<file path="config.mk">
export PLATFORM = sky130hd
export DESIGN_NAME = trap_entry_return_unit
export DESIGN_NICKNAME = d
export VERILOG_FILES = /design/src/hw/trap_entry_return_unit.v
export VERILOG_INCLUDE_DIRS = /design/src /design/src/hw
export SDC_FILE = /design/constraint.sdc
export NUM_CORES = 1
export LEC_CHECK = 0
export BUFFER_PORTS_ARGS = -buffer_cell sky130_fd_sc_hd__buf_2
export CAP_MARGIN = 20
export CORE_ASPECT_RATIO = 1.5
export CORE_MARGIN = 4
export CORE_UTILIZATION = 40
export CTS_BUF_LIST = sky130_fd_sc_hd__clkbuf_16
export CTS_CLUSTER_SIZE = 24
export DETAILED_ROUTE_END_ITERATION = 8
export PLACE_DENSITY_LB_ADDON = 0.3
export SETUP_SLACK_MARGIN = 0.5
export SKIP_LAST_GASP = 1
export SLEW_MARGIN = 20
export SYNTH_ARGS = -nofsm -noshare
export SYNTH_HDL_FRONTEND = slang
export SYNTH_SLANG_ARGS = --single-unit
export TNS_END_PERCENT = 30
</file>
<file path="constraint.sdc">
create_clock -name pclk -period 3 [get_ports pclk]
set_input_delay 0.6 -clock pclk [delete_from_list [all_inputs] [get_ports pclk]]
set_output_delay 0.6 -clock pclk [all_outputs]
set_load 0.01 [all_outputs]
</file>
<file path="src/hw/trap_unit_defs.vh">
`ifndef TRAP_UNIT_DEFS_VH
`define TRAP_UNIT_DEFS_VH

// Register byte addresses on APB
`define REG_NORMAL_CAUSE   12'h000
`define REG_DEBUG_CAUSE    12'h004
`define REG_ONEHOT_CAUSE   12'h008
`define REG_FAULT_ADDR     12'h00C
`define REG_HALT_ADDR      12'h010
`define REG_TLB_DETAIL     12'h014
`define REG_RESUME_ADDR    12'h018
`define REG_RESUME_STATE   12'h01C
`define REG_RESUME2_ADDR   12'h020
`define REG_RESUME2_STATE  12'h024
`define REG_VEC_TLB        12'h028
`define REG_VEC_BREAK      12'h02C
`define REG_VEC_EXCEPT     12'h030
`define REG_VEC_INTR       12'h034
`define REG_SYNC_OPTION    12'h038

// Reset values and the debug handler address
`define RST_CAUSE          32'h0000_0000
`define RST_WORD           32'h0000_0000
`define DEBUG_HANDLER_ADDR 32'h0000_0000

// State word bit positions
`define PSW_USER_MODE      0
`define PSW_INT_ENABLE     1
`define PSW_LOCAL_RAM_ONLY 2
`define PSW_FETCH_WATCH    3
`define PSW_DATA_WATCH     4
`define PSW_TRANSLATION    5
`define PSW_DEBUG_MODE     6

// Normal cause numbers
`define NC_FILL_BUS        5'h00
`define NC_DATA_BUS        5'h01
`define NC_INTERRUPT       5'h02
`define NC_FETCH_WATCH     5'h03
`define NC_FETCH_XLATE     5'h04
`define NC_SOFT_WATCH      5'h05
`define NC_ILLEGAL         5'h06
`define NC_OS_CALL         5'h07
`define NC_DATA_WATCH      5'h08
`define NC_UNALIGNED       5'h09
`define NC_UNMAPPED_CTRL   5'h0A
`define NC_CTRL_DENIED     5'h0B
`define NC_DATA_XLATE      5'h0C
`define NC_LOCAL_RAM       5'h0D
`define NC_PORT_TIMEOUT    5'h0E

// Debug cause numbers
`define DC_HOST_EVENT      3'h0
`define DC_WRITTEN         3'h1
`define DC_TRIGGER         3'h2
`define DC_FETCH_WATCH     3'h3
`define DC_SOFT_WATCH      3'h4
`define DC_DATA_WATCH      3'h5

// Trap request vector width, index 0 is highest priority
`define TRAP_COUNT         22

`endif

</file>
<file path="src/hw/trap_entry_return_unit.v">
// Decided for this implementation: the register addresses and register access over APB.
`timescale 1ns/1ps
`include "trap_unit_defs.vh"

module trap_entry_return_unit (
    // Clock and reset
    input  wire        pclk,
    input  wire        presetn,
    // APB slave
    input  wire        psel,
    input  wire        penable,
    input  wire        pwrite,
    input  wire [11:0] paddr,
    input  wire [31:0] pwdata,
    output reg  [31:0] prdata,
    output reg         pready,
    output reg         pslverr,
    // Trap requests from the pipeline, one bundle per cycle
    input  wire        bundle_valid,
    input  wire [31:0] trapping_bundle_addr,
    input  wire [31:0] fault_vaddr,
    input  wire [31:0] syllable_vaddr,
    input  wire [31:0] tlb_detail_in,
    input  wire        host_event,
    input  wire        written_halt_request,
    input  wire        trigger_in,
    input  wire        fill_bus_fault,
    input  wire        store_bus_fault,
    input  wire        interrupt_req,
    input  wire        halt_fetch_watch_hit,
    input  wire        fetch_watch_hit,
    input  wire        fetch_translation_fault,
    input  wire        halt_soft_watch_hit,
    input  wire        soft_watch_hit,
    input  wire        illegal_bundle,
    input  wire        os_call_request,
    input  wire        halt_data_watch_hit,
    input  wire        data_watch_hit,
    input  wire        unaligned_access,
    input  wire        unmapped_control_access,
    input  wire        control_access_denied,
    input  wire        data_translation_fault,
    input  wire        local_ram_rule_breach,
    input  wire        sideband_port_timeout,
    input  wire        load_bus_fault,
    input  wire        sync_bus_fault,
    // Return from trap and state word write from the pipeline
    input  wire        return_req,
    input  wire        psw_write,
    input  wire [31:0] psw_wdata,
    // Outputs to the pipeline, and the reservation_set input from it
    output reg         redirect,
    output reg  [31:0] redirect_addr,
    output reg  [31:0] processor_state_word,
    output reg         reservation_held,
    output reg         reservation_shadow_held,
    output reg         load_issue_ok,
    input  wire        reservation_set
);

    // Stored state
    reg  [4:0]  normal_trap_cause_number;
    reg  [2:0]  debug_trap_cause_number;
    reg  [31:0] fault_address_reg;
    reg  [31:0] halt_fault_address_reg;
    reg  [31:0] translation_fault_detail;
    reg  [31:0] resume_addr_copy;
    reg  [31:0] resume_state_copy;
    reg  [31:0] second_resume_addr_copy;
    reg  [31:0] second_resume_state_copy;
    reg  [31:0] vec_tlb;
    reg  [31:0] vec_break;
    reg  [31:0] vec_except;
    reg  [31:0] vec_intr;
    reg         sync_async_option;
    reg         store_fault_pend;

    // Trap selection
    wire [`TRAP_COUNT-1:0] req;
    reg  [`TRAP_COUNT-1:0] is_debug;
    reg  [4:0]  req_code [0:`TRAP_COUNT-1];
    reg  [4:0]  win_idx;
    reg         win_any;
    reg  [4:0]  win_code;
    reg         win_debug;
    reg  [31:0] win_vector;
    reg  [31:0] next_fault_addr;
    reg  [31:0] next_detail;
    reg  [31:0] next_halt_addr;
    wire        other_trap;
    wire        sync_fault_low;
    wire [31:0] onehot_cause_view;
    integer     i;

    wire        apb_wr = psel & penable & pwrite & pready;
    wire        apb_rd = psel & ~penable & ~pwrite;

    assign other_trap     = |req[`TRAP_COUNT-2:0];
    assign sync_fault_low = sync_bus_fault & ~sync_async_option;
    assign onehot_cause_view = 32'h0000_0001 << normal_trap_cause_number;

    // Priority order: index 0 is priority 1
    assign req[0]  = host_event;
    assign req[1]  = written_halt_request;
    assign req[2]  = trigger_in;
    assign req[3]  = bundle_valid & fill_bus_fault;
    assign req[4]  = store_fault_pend | (sync_bus_fault & sync_async_option);
    assign req[5]  = interrupt_req;
    assign req[6]  = bundle_valid & halt_fetch_watch_hit;
    assign req[7]  = bundle_valid & fetch_watch_hit;
    assign req[8]  = bundle_valid & fetch_translation_fault;
    assign req[9]  = bundle_valid & halt_soft_watch_hit;
    assign req[10] = bundle_valid & soft_watch_hit;
    assign req[11] = bundle_valid & illegal_bundle;
    assign req[12] = bundle_valid & os_call_request;
    assign req[13] = bundle_valid & halt_data_watch_hit;
    assign req[14] = bundle_valid & data_watch_hit;
    assign req[15] = bundle_valid & unaligned_access;
    assign req[16] = bundle_valid & unmapped_control_access;
    assign req[17] = bundle_valid & control_access_denied;
    assign req[18] = bundle_valid & data_translation_fault;
    assign req[19] = bundle_valid & local_ram_rule_breach;
    assign req[20] = bundle_valid & sideband_port_timeout;
    assign req[21] = bundle_valid & (load_bus_fault | sync_fault_low);

    // Highest priority wins; lower ones in the bundle are dropped
    always @* begin
        // Fixed per-slot tables, rebuilt on every pass so they never stay unknown
        is_debug = 22'b00_0000_0010_0010_0100_0111;
        req_code[0]  = {2'b00, `DC_HOST_EVENT};
        req_code[1]  = {2'b00, `DC_WRITTEN};
        req_code[2]  = {2'b00, `DC_TRIGGER};
        req_code[3]  = `NC_FILL_BUS;
        req_code[4]  = `NC_DATA_BUS;
        req_code[5]  = `NC_INTERRUPT;
        req_code[6]  = {2'b00, `DC_FETCH_WATCH};
        req_code[7]  = `NC_FETCH_WATCH;
        req_code[8]  = `NC_FETCH_XLATE;
        req_code[9]  = {2'b00, `DC_SOFT_WATCH};
        req_code[10] = `NC_SOFT_WATCH;
        req_code[11] = `NC_ILLEGAL;
        req_code[12] = `NC_OS_CALL;
        req_code[13] = {2'b00, `DC_DATA_WATCH};
        req_code[14] = `NC_DATA_WATCH;
        req_code[15] = `NC_UNALIGNED;
        req_code[16] = `NC_UNMAPPED_CTRL;
        req_code[17] = `NC_CTRL_DENIED;
        req_code[18] = `NC_DATA_XLATE;
        req_code[19] = `NC_LOCAL_RAM;
        req_code[20] = `NC_PORT_TIMEOUT;
        req_code[21] = `NC_DATA_BUS;

        // Lowest requesting slot wins
        win_any = 1'b0;
        win_idx = 5'd0;
        for (i = `TRAP_COUNT-1; i >= 0; i = i - 1) begin
            if (req[i]) begin
                win_any = 1'b1;
                win_idx = i[4:0];
            end
        end
        win_code  = req_code[win_idx];
        win_debug = is_debug[win_idx];
    end

    // Handler selection per trap class
    always @* begin
        case (win_code)
            `NC_FETCH_XLATE, `NC_DATA_XLATE: win_vector = vec_tlb;
            `NC_FETCH_WATCH, `NC_SOFT_WATCH, `NC_DATA_WATCH: win_vector = vec_break;
            `NC_INTERRUPT: win_vector = vec_intr;
            default: win_vector = vec_except;
        endcase
        if (win_debug) begin
            win_vector = `DEBUG_HANDLER_ADDR;
        end
    end

    // Fault address and detail for the winner
    always @* begin
        next_fault_addr = 32'h0000_0000;
        next_detail     = 32'h0000_0000;
        next_halt_addr  = 32'h0000_0000;
        case (win_code)
            `NC_DATA_WATCH, `NC_UNALIGNED, `NC_UNMAPPED_CTRL,
            `NC_CTRL_DENIED, `NC_DATA_XLATE: next_fault_addr = fault_vaddr;
            `NC_FETCH_XLATE: next_fault_addr = syllable_vaddr;
            default: next_fault_addr = 32'h0000_0000;
        endcase
        if (win_code == `NC_FETCH_XLATE || win_code == `NC_DATA_XLATE) begin
            next_detail = tlb_detail_in;
        end
        if (win_code == {2'b00, `DC_DATA_WATCH}) begin
            next_halt_addr = fault_vaddr;
        end
    end

    // Trap entry and return, each in one cycle
    always @(posedge pclk or negedge presetn) begin
        if (!presetn) begin
            normal_trap_cause_number <= 5'h00;
            debug_trap_cause_number  <= 3'h0;
            fault_address_reg        <= `RST_WORD;
            halt_fault_address_reg   <= `RST_WORD;
            translation_fault_detail <= `RST_WORD;
            resume_addr_copy         <= `RST_WORD;
            resume_state_copy        <= `RST_WORD;
            second_resume_addr_copy  <= `RST_WORD;
            second_resume_state_copy <= `RST_WORD;
            processor_state_word     <= `RST_WORD;
            reservation_held         <= 1'b0;
            reservation_shadow_held  <= 1'b0;
            redirect                 <= 1'b0;
            redirect_addr            <= `RST_WORD;
            store_fault_pend         <= 1'b0;
            load_issue_ok            <= 1'b0;
        end else begin
            redirect <= 1'b0;
            load_issue_ok <= ~other_trap;
            // Store fault pends until taken; new fault wins over the take
            if (store_bus_fault) begin
                store_fault_pend <= 1'b1;
            end else if (win_any && win_idx == 5'd4) begin
                store_fault_pend <= 1'b0;
            end
            if (reservation_set) begin
                reservation_held <= 1'b1;
                reservation_shadow_held <= 1'b1;
            end
            if (psw_write) begin
                processor_state_word <= psw_wdata;
            end
            if (apb_wr) begin
                case (paddr)
                    `REG_NORMAL_CAUSE:  normal_trap_cause_number <= pwdata[4:0];
                    `REG_DEBUG_CAUSE:   debug_trap_cause_number <= pwdata[2:0];
                    `REG_FAULT_ADDR:    fault_address_reg <= pwdata;
                    `REG_HALT_ADDR:     halt_fault_address_reg <= pwdata;
                    `REG_TLB_DETAIL:    translation_fault_detail <= pwdata;
                    `REG_RESUME_ADDR:   resume_addr_copy <= pwdata;
                    `REG_RESUME_STATE:  resume_state_copy <= pwdata;
                    `REG_RESUME2_ADDR:  second_resume_addr_copy <= pwdata;
                    `REG_RESUME2_STATE: second_resume_state_copy <= pwdata;
                    default: ;
                endcase
            end
            if (win_any && !win_debug) begin
                redirect <= 1'b1;
                redirect_addr <= win_vector;
                normal_trap_cause_number <= win_code;
                fault_address_reg <= next_fault_addr;
                translation_fault_detail <= next_detail;
                resume_state_copy <= processor_state_word;
                resume_addr_copy <= trapping_bundle_addr;
                reservation_held <= 1'b0;
                processor_state_word[`PSW_USER_MODE]      <= 1'b0;
                processor_state_word[`PSW_INT_ENABLE]     <= 1'b0;
                processor_state_word[`PSW_LOCAL_RAM_ONLY] <= 1'b0;
                processor_state_word[`PSW_FETCH_WATCH]    <= 1'b0;
                processor_state_word[`PSW_DATA_WATCH]     <= 1'b0;
            end else if (win_any && win_debug) begin
                redirect <= 1'b1;
                redirect_addr <= win_vector;
                debug_trap_cause_number <= win_code[2:0];
                halt_fault_address_reg <= next_halt_addr;
                resume_state_copy <= processor_state_word;
                resume_addr_copy <= trapping_bundle_addr;
                second_resume_addr_copy <= resume_addr_copy;
                second_resume_state_copy <= resume_state_copy;
                reservation_held <= 1'b0;
                processor_state_word[`PSW_USER_MODE]      <= 1'b0;
                processor_state_word[`PSW_DEBUG_MODE]     <= 1'b1;
                processor_state_word[`PSW_INT_ENABLE]     <= 1'b0;
                processor_state_word[`PSW_LOCAL_RAM_ONLY] <= 1'b0;
                processor_state_word[`PSW_FETCH_WATCH]    <= 1'b0;
                processor_state_word[`PSW_DATA_WATCH]     <= 1'b0;
                processor_state_word[`PSW_TRANSLATION]    <= 1'b0;
            end else if (return_req) begin
                redirect <= 1'b1;
                redirect_addr <= resume_addr_copy;
                processor_state_word <= resume_state_copy;
                resume_addr_copy <= second_resume_addr_copy;
                resume_state_copy <= second_resume_state_copy;
                reservation_held <= 1'b0;
                reservation_shadow_held <= 1'b0;
            end
        end
    end

    // Handler vectors and option
    always @(posedge pclk or negedge presetn) begin
        if (!presetn) begin
            vec_tlb <= `RST_WORD;
            vec_break <= `RST_WORD;
            vec_except <= `RST_WORD;
            vec_intr <= `RST_WORD;
            sync_async_option <= 1'b0;
        end else if (apb_wr) begin
            case (paddr)
                `REG_VEC_TLB:     vec_tlb <= pwdata;
                `REG_VEC_BREAK:   vec_break <= pwdata;
                `REG_VEC_EXCEPT:  vec_except <= pwdata;
                `REG_VEC_INTR:    vec_intr <= pwdata;
                `REG_SYNC_OPTION: sync_async_option <= pwdata[0];
                default: ;
            endcase
        end
    end

    // APB: no wait states, data latched in setup cycle
    always @(posedge pclk or negedge presetn) begin
        if (!presetn) begin
            prdata <= 32'h0000_0000;
            pready <= 1'b0;
            pslverr <= 1'b0;
        end else begin
            pready <= psel & ~penable;
            pslverr <= 1'b0;
            if (psel & ~penable) begin
                pslverr <= (paddr > `REG_SYNC_OPTION) | (paddr[1:0] != 2'b00) |
                           (pwrite & (paddr == `REG_ONEHOT_CAUSE));
            end
            if (apb_rd) begin
                case (paddr)
                    `REG_NORMAL_CAUSE:  prdata <= {27'h0, normal_trap_cause_number};
                    `REG_DEBUG_CAUSE:   prdata <= {29'h0, debug_trap_cause_number};
                    `REG_ONEHOT_CAUSE:  prdata <= onehot_cause_view;
                    `REG_FAULT_ADDR:    prdata <= fault_address_reg;
                    `REG_HALT_ADDR:     prdata <= halt_fault_address_reg;
                    `REG_TLB_DETAIL:    prdata <= translation_fault_detail;
                    `REG_RESUME_ADDR:   prdata <= resume_addr_copy;
                    `REG_RESUME_STATE:  prdata <= resume_state_copy;
                    `REG_RESUME2_ADDR:  prdata <= second_resume_addr_copy;
                    `REG_RESUME2_STATE: prdata <= second_resume_state_copy;
                    `REG_VEC_TLB:       prdata <= vec_tlb;
                    `REG_VEC_BREAK:     prdata <= vec_break;
                    `REG_VEC_EXCEPT:    prdata <= vec_except;
                    `REG_VEC_INTR:      prdata <= vec_intr;
                    `REG_SYNC_OPTION:   prdata <= {31'h0, sync_async_option};
                    default:            prdata <= 32'h0000_0000;
                endcase
            end
        end
    end

endmodule // trap_entry_return_unit

</file>
# After elaboration in Yosys (flattened, before gate mapping)
# Memory sizes are Yosys's and may differ from the RTL's.
# Index checks and enable logic that the tools add are counted.
[classes]
n_lt_le_gt_ge = 3
eq_ne = 24
shifts = 1
muxes = 111
n_bitwise = 34
reduce_logical = 32
[op_table]
columns = ["operator", "count"]
rows = [
  ["$mux W32", 36],
  ["$pmux W32 S15", 1],
  ["$mux W5", 28],
  ["$pmux W32 S3", 1],
  ["$eq A12 B6 Y1 const B", 7],
  ["$pmux W32 S2", 1],
  ["$eq A12 B5 Y1 const B", 4],
  ["$mux W1", 37],
  ["$shl A1 B5 Y32 const A", 1],
  ["$mux W27", 1],
  ["$and A1 B1 Y1", 25],
  ["$eq A5 B4 Y1 const B", 5],
  ["$mux W25", 1],
  ["$eq A12 B4 Y1 const B", 2],
  ["$reduce_or A21 Y1", 1],
  ["$reduce_and A2 Y1", 10],
  ["$reduce_bool A4 Y1", 5],
  ["$eq A5 B3 Y1 const B", 3],
  ["$eq A12 B3 Y1 const B", 1],
  ["$gt A12 B6 Y1 const B", 1],
  ["$logic_not A12 Y1", 1],
  ["$mux W3", 4],
  ["$reduce_bool A2 Y1", 6],
  ["$eq A5 B2 Y1 const B", 2],
  ["13 further kinds", 21],
]
[word_totals]
register_bits = 464
rom_bits = 192
in_bits = 236
n_memories = 2
[memory_table]
columns = ["name", "words", "word_bits", "rd", "rd_ports_with_merged_regs", "wr", "line_no", "source"]
rows = [
  ["(no name shown)", 32, 5, 1, 0, 0, "trap_entry_return_unit.v:162", "win_code = req_code[win_idx];"],
  ["(no name shown)", 32, 1, 1, 0, 0, "trap_entry_return_unit.v:163", "win_debug = is_debug[win_idx];"],
]

# Depth between registers and ports, before layout
[logic_depth]
word_depth = 36
depth_mapped = 12

# Worst setup path after synthesis
# OpenSTA, ideal clock, no wires.
[synth_timing]
path_kind = "input-to-reg"
startpoint = "input local_ram_rule_breach"
endpoint = "register debug_trap_cause_number[2]"
setup_ns = 0.137
t_arrival_ns = 2.797
required_time_ns = 2.863
path_slack_ns = 0.067
path_stages = 10
cell_sequence = "or4_1 o41ai_4 a21oi_4 nor3_2 a21oi_2 a21oi_1 buf_4 buf_4 buf_2 o22ai_1"
[synth_between]
elab_chain_cells = 27
elab_cells_between_ends = 52
cone_classes = "mux (45); bitwise (2); reduce/logical (3); memory (2)"
[synth_rtl]
columns = ["item", "line_no", "source"]
rows = [
  ["start, declared", "trap_entry_return_unit.v:43", "input wire local_ram_rule_breach,"],
  ["$and A1 B1 Y1 *", "trap_entry_return_unit.v:122", "assign req[19] = bundle_valid & local_ram_rule_breach;"],
  ["$mux W5 (20 in series)", "trap_entry_return_unit.v:157", "if (req[i]) begin"],
  ["$not A5 Y6 (implied by the code)", "trap_entry_return_unit.v:162", ""],
  ["$mem_v2 Z32 W5", "--", ""],
  ["$mux W5 (implied by the code) (2 in series)", "trap_entry_return_unit.v:162", ""],
  ["$mux W3", "trap_entry_return_unit.v:261", "end else if (win_any && win_debug) begin"],
  ["$mux W3 *", "trap_entry_return_unit.v:247", "if (win_any && !win_debug) begin"],
  ["end signal, assigned", "trap_entry_return_unit.v:236", "`REG_DEBUG_CAUSE: debug_trap_cause_number <= pwdata[2:0];"],
  ["end signal, assigned", "trap_entry_return_unit.v:264", "debug_trap_cause_number <= win_code[2:0];"],
  ["end, declared", "trap_entry_return_unit.v:63", "reg [2:0] debug_trap_cause_number;"],
]
# Every way passes the cells marked *; elsewhere a longest branch is shown, timed or not. The select of a mux whose other input is x is not followed.
# A chain may end at the register's enable or synchronous reset.

# Worst setup path in the final report
[layout_timing]
startpoint = "register sync_async_option"
endpoint = "register second_resume_addr_copy[8]"
[layout_between]
elab_chain_cells = 31
elab_cells_between_ends = 57
cone_classes = "mux (47); bitwise (6); reduce/logical (3); memory (1)"
[layout_rtl]
columns = ["item", "line_no", "source"]
rows = [
  ["start, declared", "trap_entry_return_unit.v:75", "reg sync_async_option;"],
  ["start signal, assigned", "trap_entry_return_unit.v:304", "`REG_SYNC_OPTION: sync_async_option <= pwdata[0];"],
  ["$not A1 Y1", "trap_entry_return_unit.v:99", "assign sync_fault_low = sync_bus_fault & ~sync_async_option;"],
  ["$and A1 B1 Y1", "trap_entry_return_unit.v:99", ""],
  ["$or A1 B1 Y1", "trap_entry_return_unit.v:124", "assign req[21] = bundle_valid & (load_bus_fault | sync_fault_low);"],
  ["$and A1 B1 Y1", "trap_entry_return_unit.v:124", ""],
  ["$mux W5 (22 in series)", "trap_entry_return_unit.v:157", ""],
  ["$mem_v2 Z32 W1", "--", ""],
  ["$mux W1 (implied by the code)", "trap_entry_return_unit.v:163", ""],
  ["$logic_and A1 B1 Y1 / $logic_not A1 Y1 (equally long branches)", "trap_entry_return_unit.v:261, trap_entry_return_unit.v:247", ""],
  ["$mux W32 / $logic_and A1 B1 Y1 (equally long branches)", "trap_entry_return_unit.v:261, trap_entry_return_unit.v:247", ""],
  ["$mux W32 *", "trap_entry_return_unit.v:247", ""],
  ["end signal, assigned", "trap_entry_return_unit.v:208", "second_resume_addr_copy <= `RST_WORD;"],
  ["end signal, assigned", "trap_entry_return_unit.v:242", "`REG_RESUME2_ADDR: second_resume_addr_copy <= pwdata;"],
  ["end signal, assigned", "trap_entry_return_unit.v:268", "second_resume_addr_copy <= resume_addr_copy;"],
  ["end, declared", "trap_entry_return_unit.v:69", "reg [31:0] second_resume_addr_copy;"],
]
# Marked as above.

==> flow_metrics.env <==
export IMPL_critPathCaptureType="flop"
export IMPL_placedCellCount=3821
export IMPL_clock_insertion_delay_worst_skew_ns=0.59
export IMPL_synth_seq_area_share=0.464
export IMPL_max_slew_worst_pin_slew_ns=0.638
export IMPL_syn_avg_cell_area_um2=9.37
export IMPL_power_density_nw_per_um2=453
export IMPL_antenna_found_initial=3
export IMPL_status="completed"
export IMPL_clkPwrFrac=0.402
export IMPL_synth_ff_type="dfrtp_1"
export IMPL_power_switching_mw=4.10
export IMPL_post_drt_wl_per_cell_um=28.0
export IMPL_fin_skew_ns=0.0158
export IMPL_setup_viol=0
export IMPL_rsz0062_at_grt="true"
export IMPL_gp_congestion=0.996
export IMPL_synth_cells=2673
export IMPL_post_route_min_period_ns=2.89
export IMPL_synth_edf_count=0
export IMPL_critPathKind="flop to flop"
export IMPL_timing_hold_ws_ns=0.207
export IMPL_initialDrtViolationCount=2916
export IMPL_num_io_pins=338
export IMPL_peakVddDrop_mv=0.379
export IMPL_pre_cts_slack_ns=-0.310
export IMPL_wl_um=110000
export IMPL_drt_pass1_iter_count=8
export IMPL_power_frac_comb=0.129
export IMPL_place_port_buffers=337
export IMPL_power_share_switching=0.280
export IMPL_grt_pass1_wl_um=158000
export IMPL_die_w_um=212
export IMPL_dr_total_vias=24700
export IMPL_crit_arrival_ns=3.40
export IMPL_cp_start_kind="flop"
export IMPL_track_usage=0.312
export IMPL_n_antenna_cell=0
export IMPL_drv_slew=0
export IMPL_yosysWarnings=0
export IMPL_route_detailed_drc=0
export IMPL_p_seq_frac=0.468
export IMPL_synthSimpleGateAreaFrac=0.117
export IMPL_grt_pass1_vias=24300
export IMPL_synth_compound_area_frac=0.247
export IMPL_synth_top_family_by_area="compound AO/OA/AOI/OAI gates"
export IMPL_synth_fa_ha_area_frac=0
export IMPL_start_util=0.403
export IMPL_cts_sinks=464
export IMPL_clockRootBuffer="clkbuf_16"
export IMPL_maxCapViolCount=0
export IMPL_drive_gt1_frac=0.300
export IMPL_h_tree_depth=2
export IMPL_die_h_um=314
export IMPL_hold_viol_final=0
export IMPL_critPathMaxFanout=10
export IMPL_power_mw=14.7
export IMPL_area_delta_synth_final_pct=29.3
export IMPL_gr_total_overflow=0
export IMPL_yosys_register_bits=464
export IMPL_grt_max_degree=75
export IMPL_vias_per_cell=6.27
export IMPL_post_route_util=0.522
export IMPL_cts_made_buffers=46
export IMPL_clkTransAtPathRegs_ns=0.07
export IMPL_drtAntennaViolNets=0
export IMPL_final_cells=3939
export IMPL_internal_power_mw=10.6
export IMPL_cts_max_path_buffers=3
export IMPL_ys_types=71
export IMPL_cts_tree="built"
export IMPL_crit_required_ns=3.51
export IMPL_syn_num_nets=2909
export IMPL_fmax_mhz=346
export IMPL_async_reset_ff_frac=1.00
export IMPL_num_rows=112
export IMPL_die_area_um2=66700
export IMPL_holdCritPathClass="primary input to flop"
export IMPL_static_leakage_power_nw=14.6
export IMPL_dp_hpwl_um=77500
export IMPL_synthesis_area_um2=25000
export IMPL_min_period_over_period=0.964
export IMPL_max_slew_margin_rel=0.574
export IMPL_setup_slack_ns=0.108
export IMPL_core_area_um2=62100
export IMPL_nNetsFinal=3341
export IMPL_synthXorXnorAreaFrac=0
export IMPL_muxShareOfSynthArea=0.124
[power by group through the flow]
stage          clock (mW)  sequential (mW)  combinational [mW]
4_1_cts              5.98             6.86                1.74
2_1_floorplan           0             6.88               0.759
5_1_grt              6.19             6.90                2.04
3_5_place_dp            0             6.98                1.70
3_3_place_gp            0             6.96                1.67
6_report             5.91             6.88                1.90
[synth_stat cells (24+ instances only)]
cell,count,area [um^2]
a211oi_1,29,218
a21o_1,24,180
a21oi_1,350,1750
a221oi_1,27,236
a222oi_1,37,370
a22oi_1,72,541
buf_2,46,230
clkbuf_1,173,649
dfrtp_1,464,11600
inv_1,57,214
mux2_2,110,1240
mux2i_1,187,1870
nand2_1,262,983
nand3_1,25,125
nor2_1,226,848
nor2b_1,38,238
nor3_1,37,185
o21ai_0,135,676
o21ai_1,60,300
o2bb2ai_1,105,920
[cell type report]
class	count	area, um^2
fill	5673	29700
sequential	464	11600
inverter	57	214
timing repair buffer	628	5080
multi-input combinational	1908	13000
clock buffer	47	1180
tap	798	998
clock inverter	37	305
[worst paths after layout]
check                      cells past startpoint                              endpoint                              start  slack [ns]
setup / recovery                              12  second_resume_addr_copy[8]$_DFF_PN0_      sync_async_option$_DFFE_PN0P_        0.11
hold / removal                                 2          store_fault_pend$_DFFE_PN0P_                    store_bus_fault        0.21
setup reg to reg                              12  second_resume_addr_copy[8]$_DFF_PN0_      sync_async_option$_DFFE_PN0P_        0.11
hold reg to reg                                1     reservation_shadow_held$_DFF_PN0_  reservation_shadow_held$_DFF_PN0_        0.48
max in group asynchronous                      3               vec_tlb[16]$_DFFE_PN0P_                            presetn        1.56
min in group asynchronous                      2                    redirect$_DFF_PN0_                            presetn        0.58
[critical path: stages (launching register included)]
cell and delay (ns):
dfrtp_2 0.46, a211o_1 0.33, and3b_2 0.26, or3_4 0.38
nor3_4 0.27, a21oi_4 0.12, buf_12 0.14, a21oi_4 0.16
buf_12 0.16, clkbuf_16 0.21, clkbuf_16 0.17, nand2_1 0.06
o21ai_1 0.07
[what timing repair did]
item	4_1_cts	5_1_grt
pin swaps	3	20
resized for setup	14	80
endpoints found under the hold margin	14	0
endpoints found under the setup margin	266	292
cloned	2	15
hold buffers	1	0
buffers inserted	5	11
[cells by family after synthesis]
family,after synthesis
buf+inv,301
simple gates,665
mux,297
compound gates,946
flops,464
[layer usage]
| metal | up-vias | track usage | share of wire |
|---|---|---|---|
| met1 | 12200 | 0.423 | 0.40 |
| met3 | 341 | 0.0623 | 0.095 |
| met4 | 4 | 0.150 | 0.057 |
| li1 | 10700 | - | - |
| met2 | 1478 | 0.479 | 0.45 |
| met5 | - | 0 | 0.00024 |
[cells in the final DEF (no fill, tap or decap), drive strengths merged, types with 4 or more instances in the layout]
master / synthesis / routed
nand2b: 6 / 6
o2bb2ai: 105 / 105
bufinv: 0 / 5
a21o: 24 / 24
a211o: 15 / 15
clkbuf: 175 / 60
nor4: 24 / 24
a221o: 10 / 10
a22o: 23 / 23
a22oi: 72 / 72
nor2b: 38 / 38
a211oi: 29 / 29
nand3: 25 / 25
nand2: 263 / 263
nor2: 227 / 227
nor3: 41 / 41
and3: 9 / 9
clkinv: 0 / 25
or3: 7 / 7
a31oi: 11 / 11
mux2: 110 / 110
a21oi: 356 / 356
buf: 69 / 614
inv: 57 / 64
o41ai: 4 / 4
dfrtp: 464 / 464
a221oi: 27 / 27
a222oi: 37 / 37
mux2i: 187 / 187
nand4: 10 / 10
o21ai: 195 / 195
o21a: 6 / 6
[through the flow]
stage	TNS [ns]	area [um^2]
finish	0	32400
floorplan	0	25400
global route	0	32400
detailed placement	-49.15	29900
global placement	-40.89	29900
CTS	0	31500
Power figures use the tool's default switching activity.
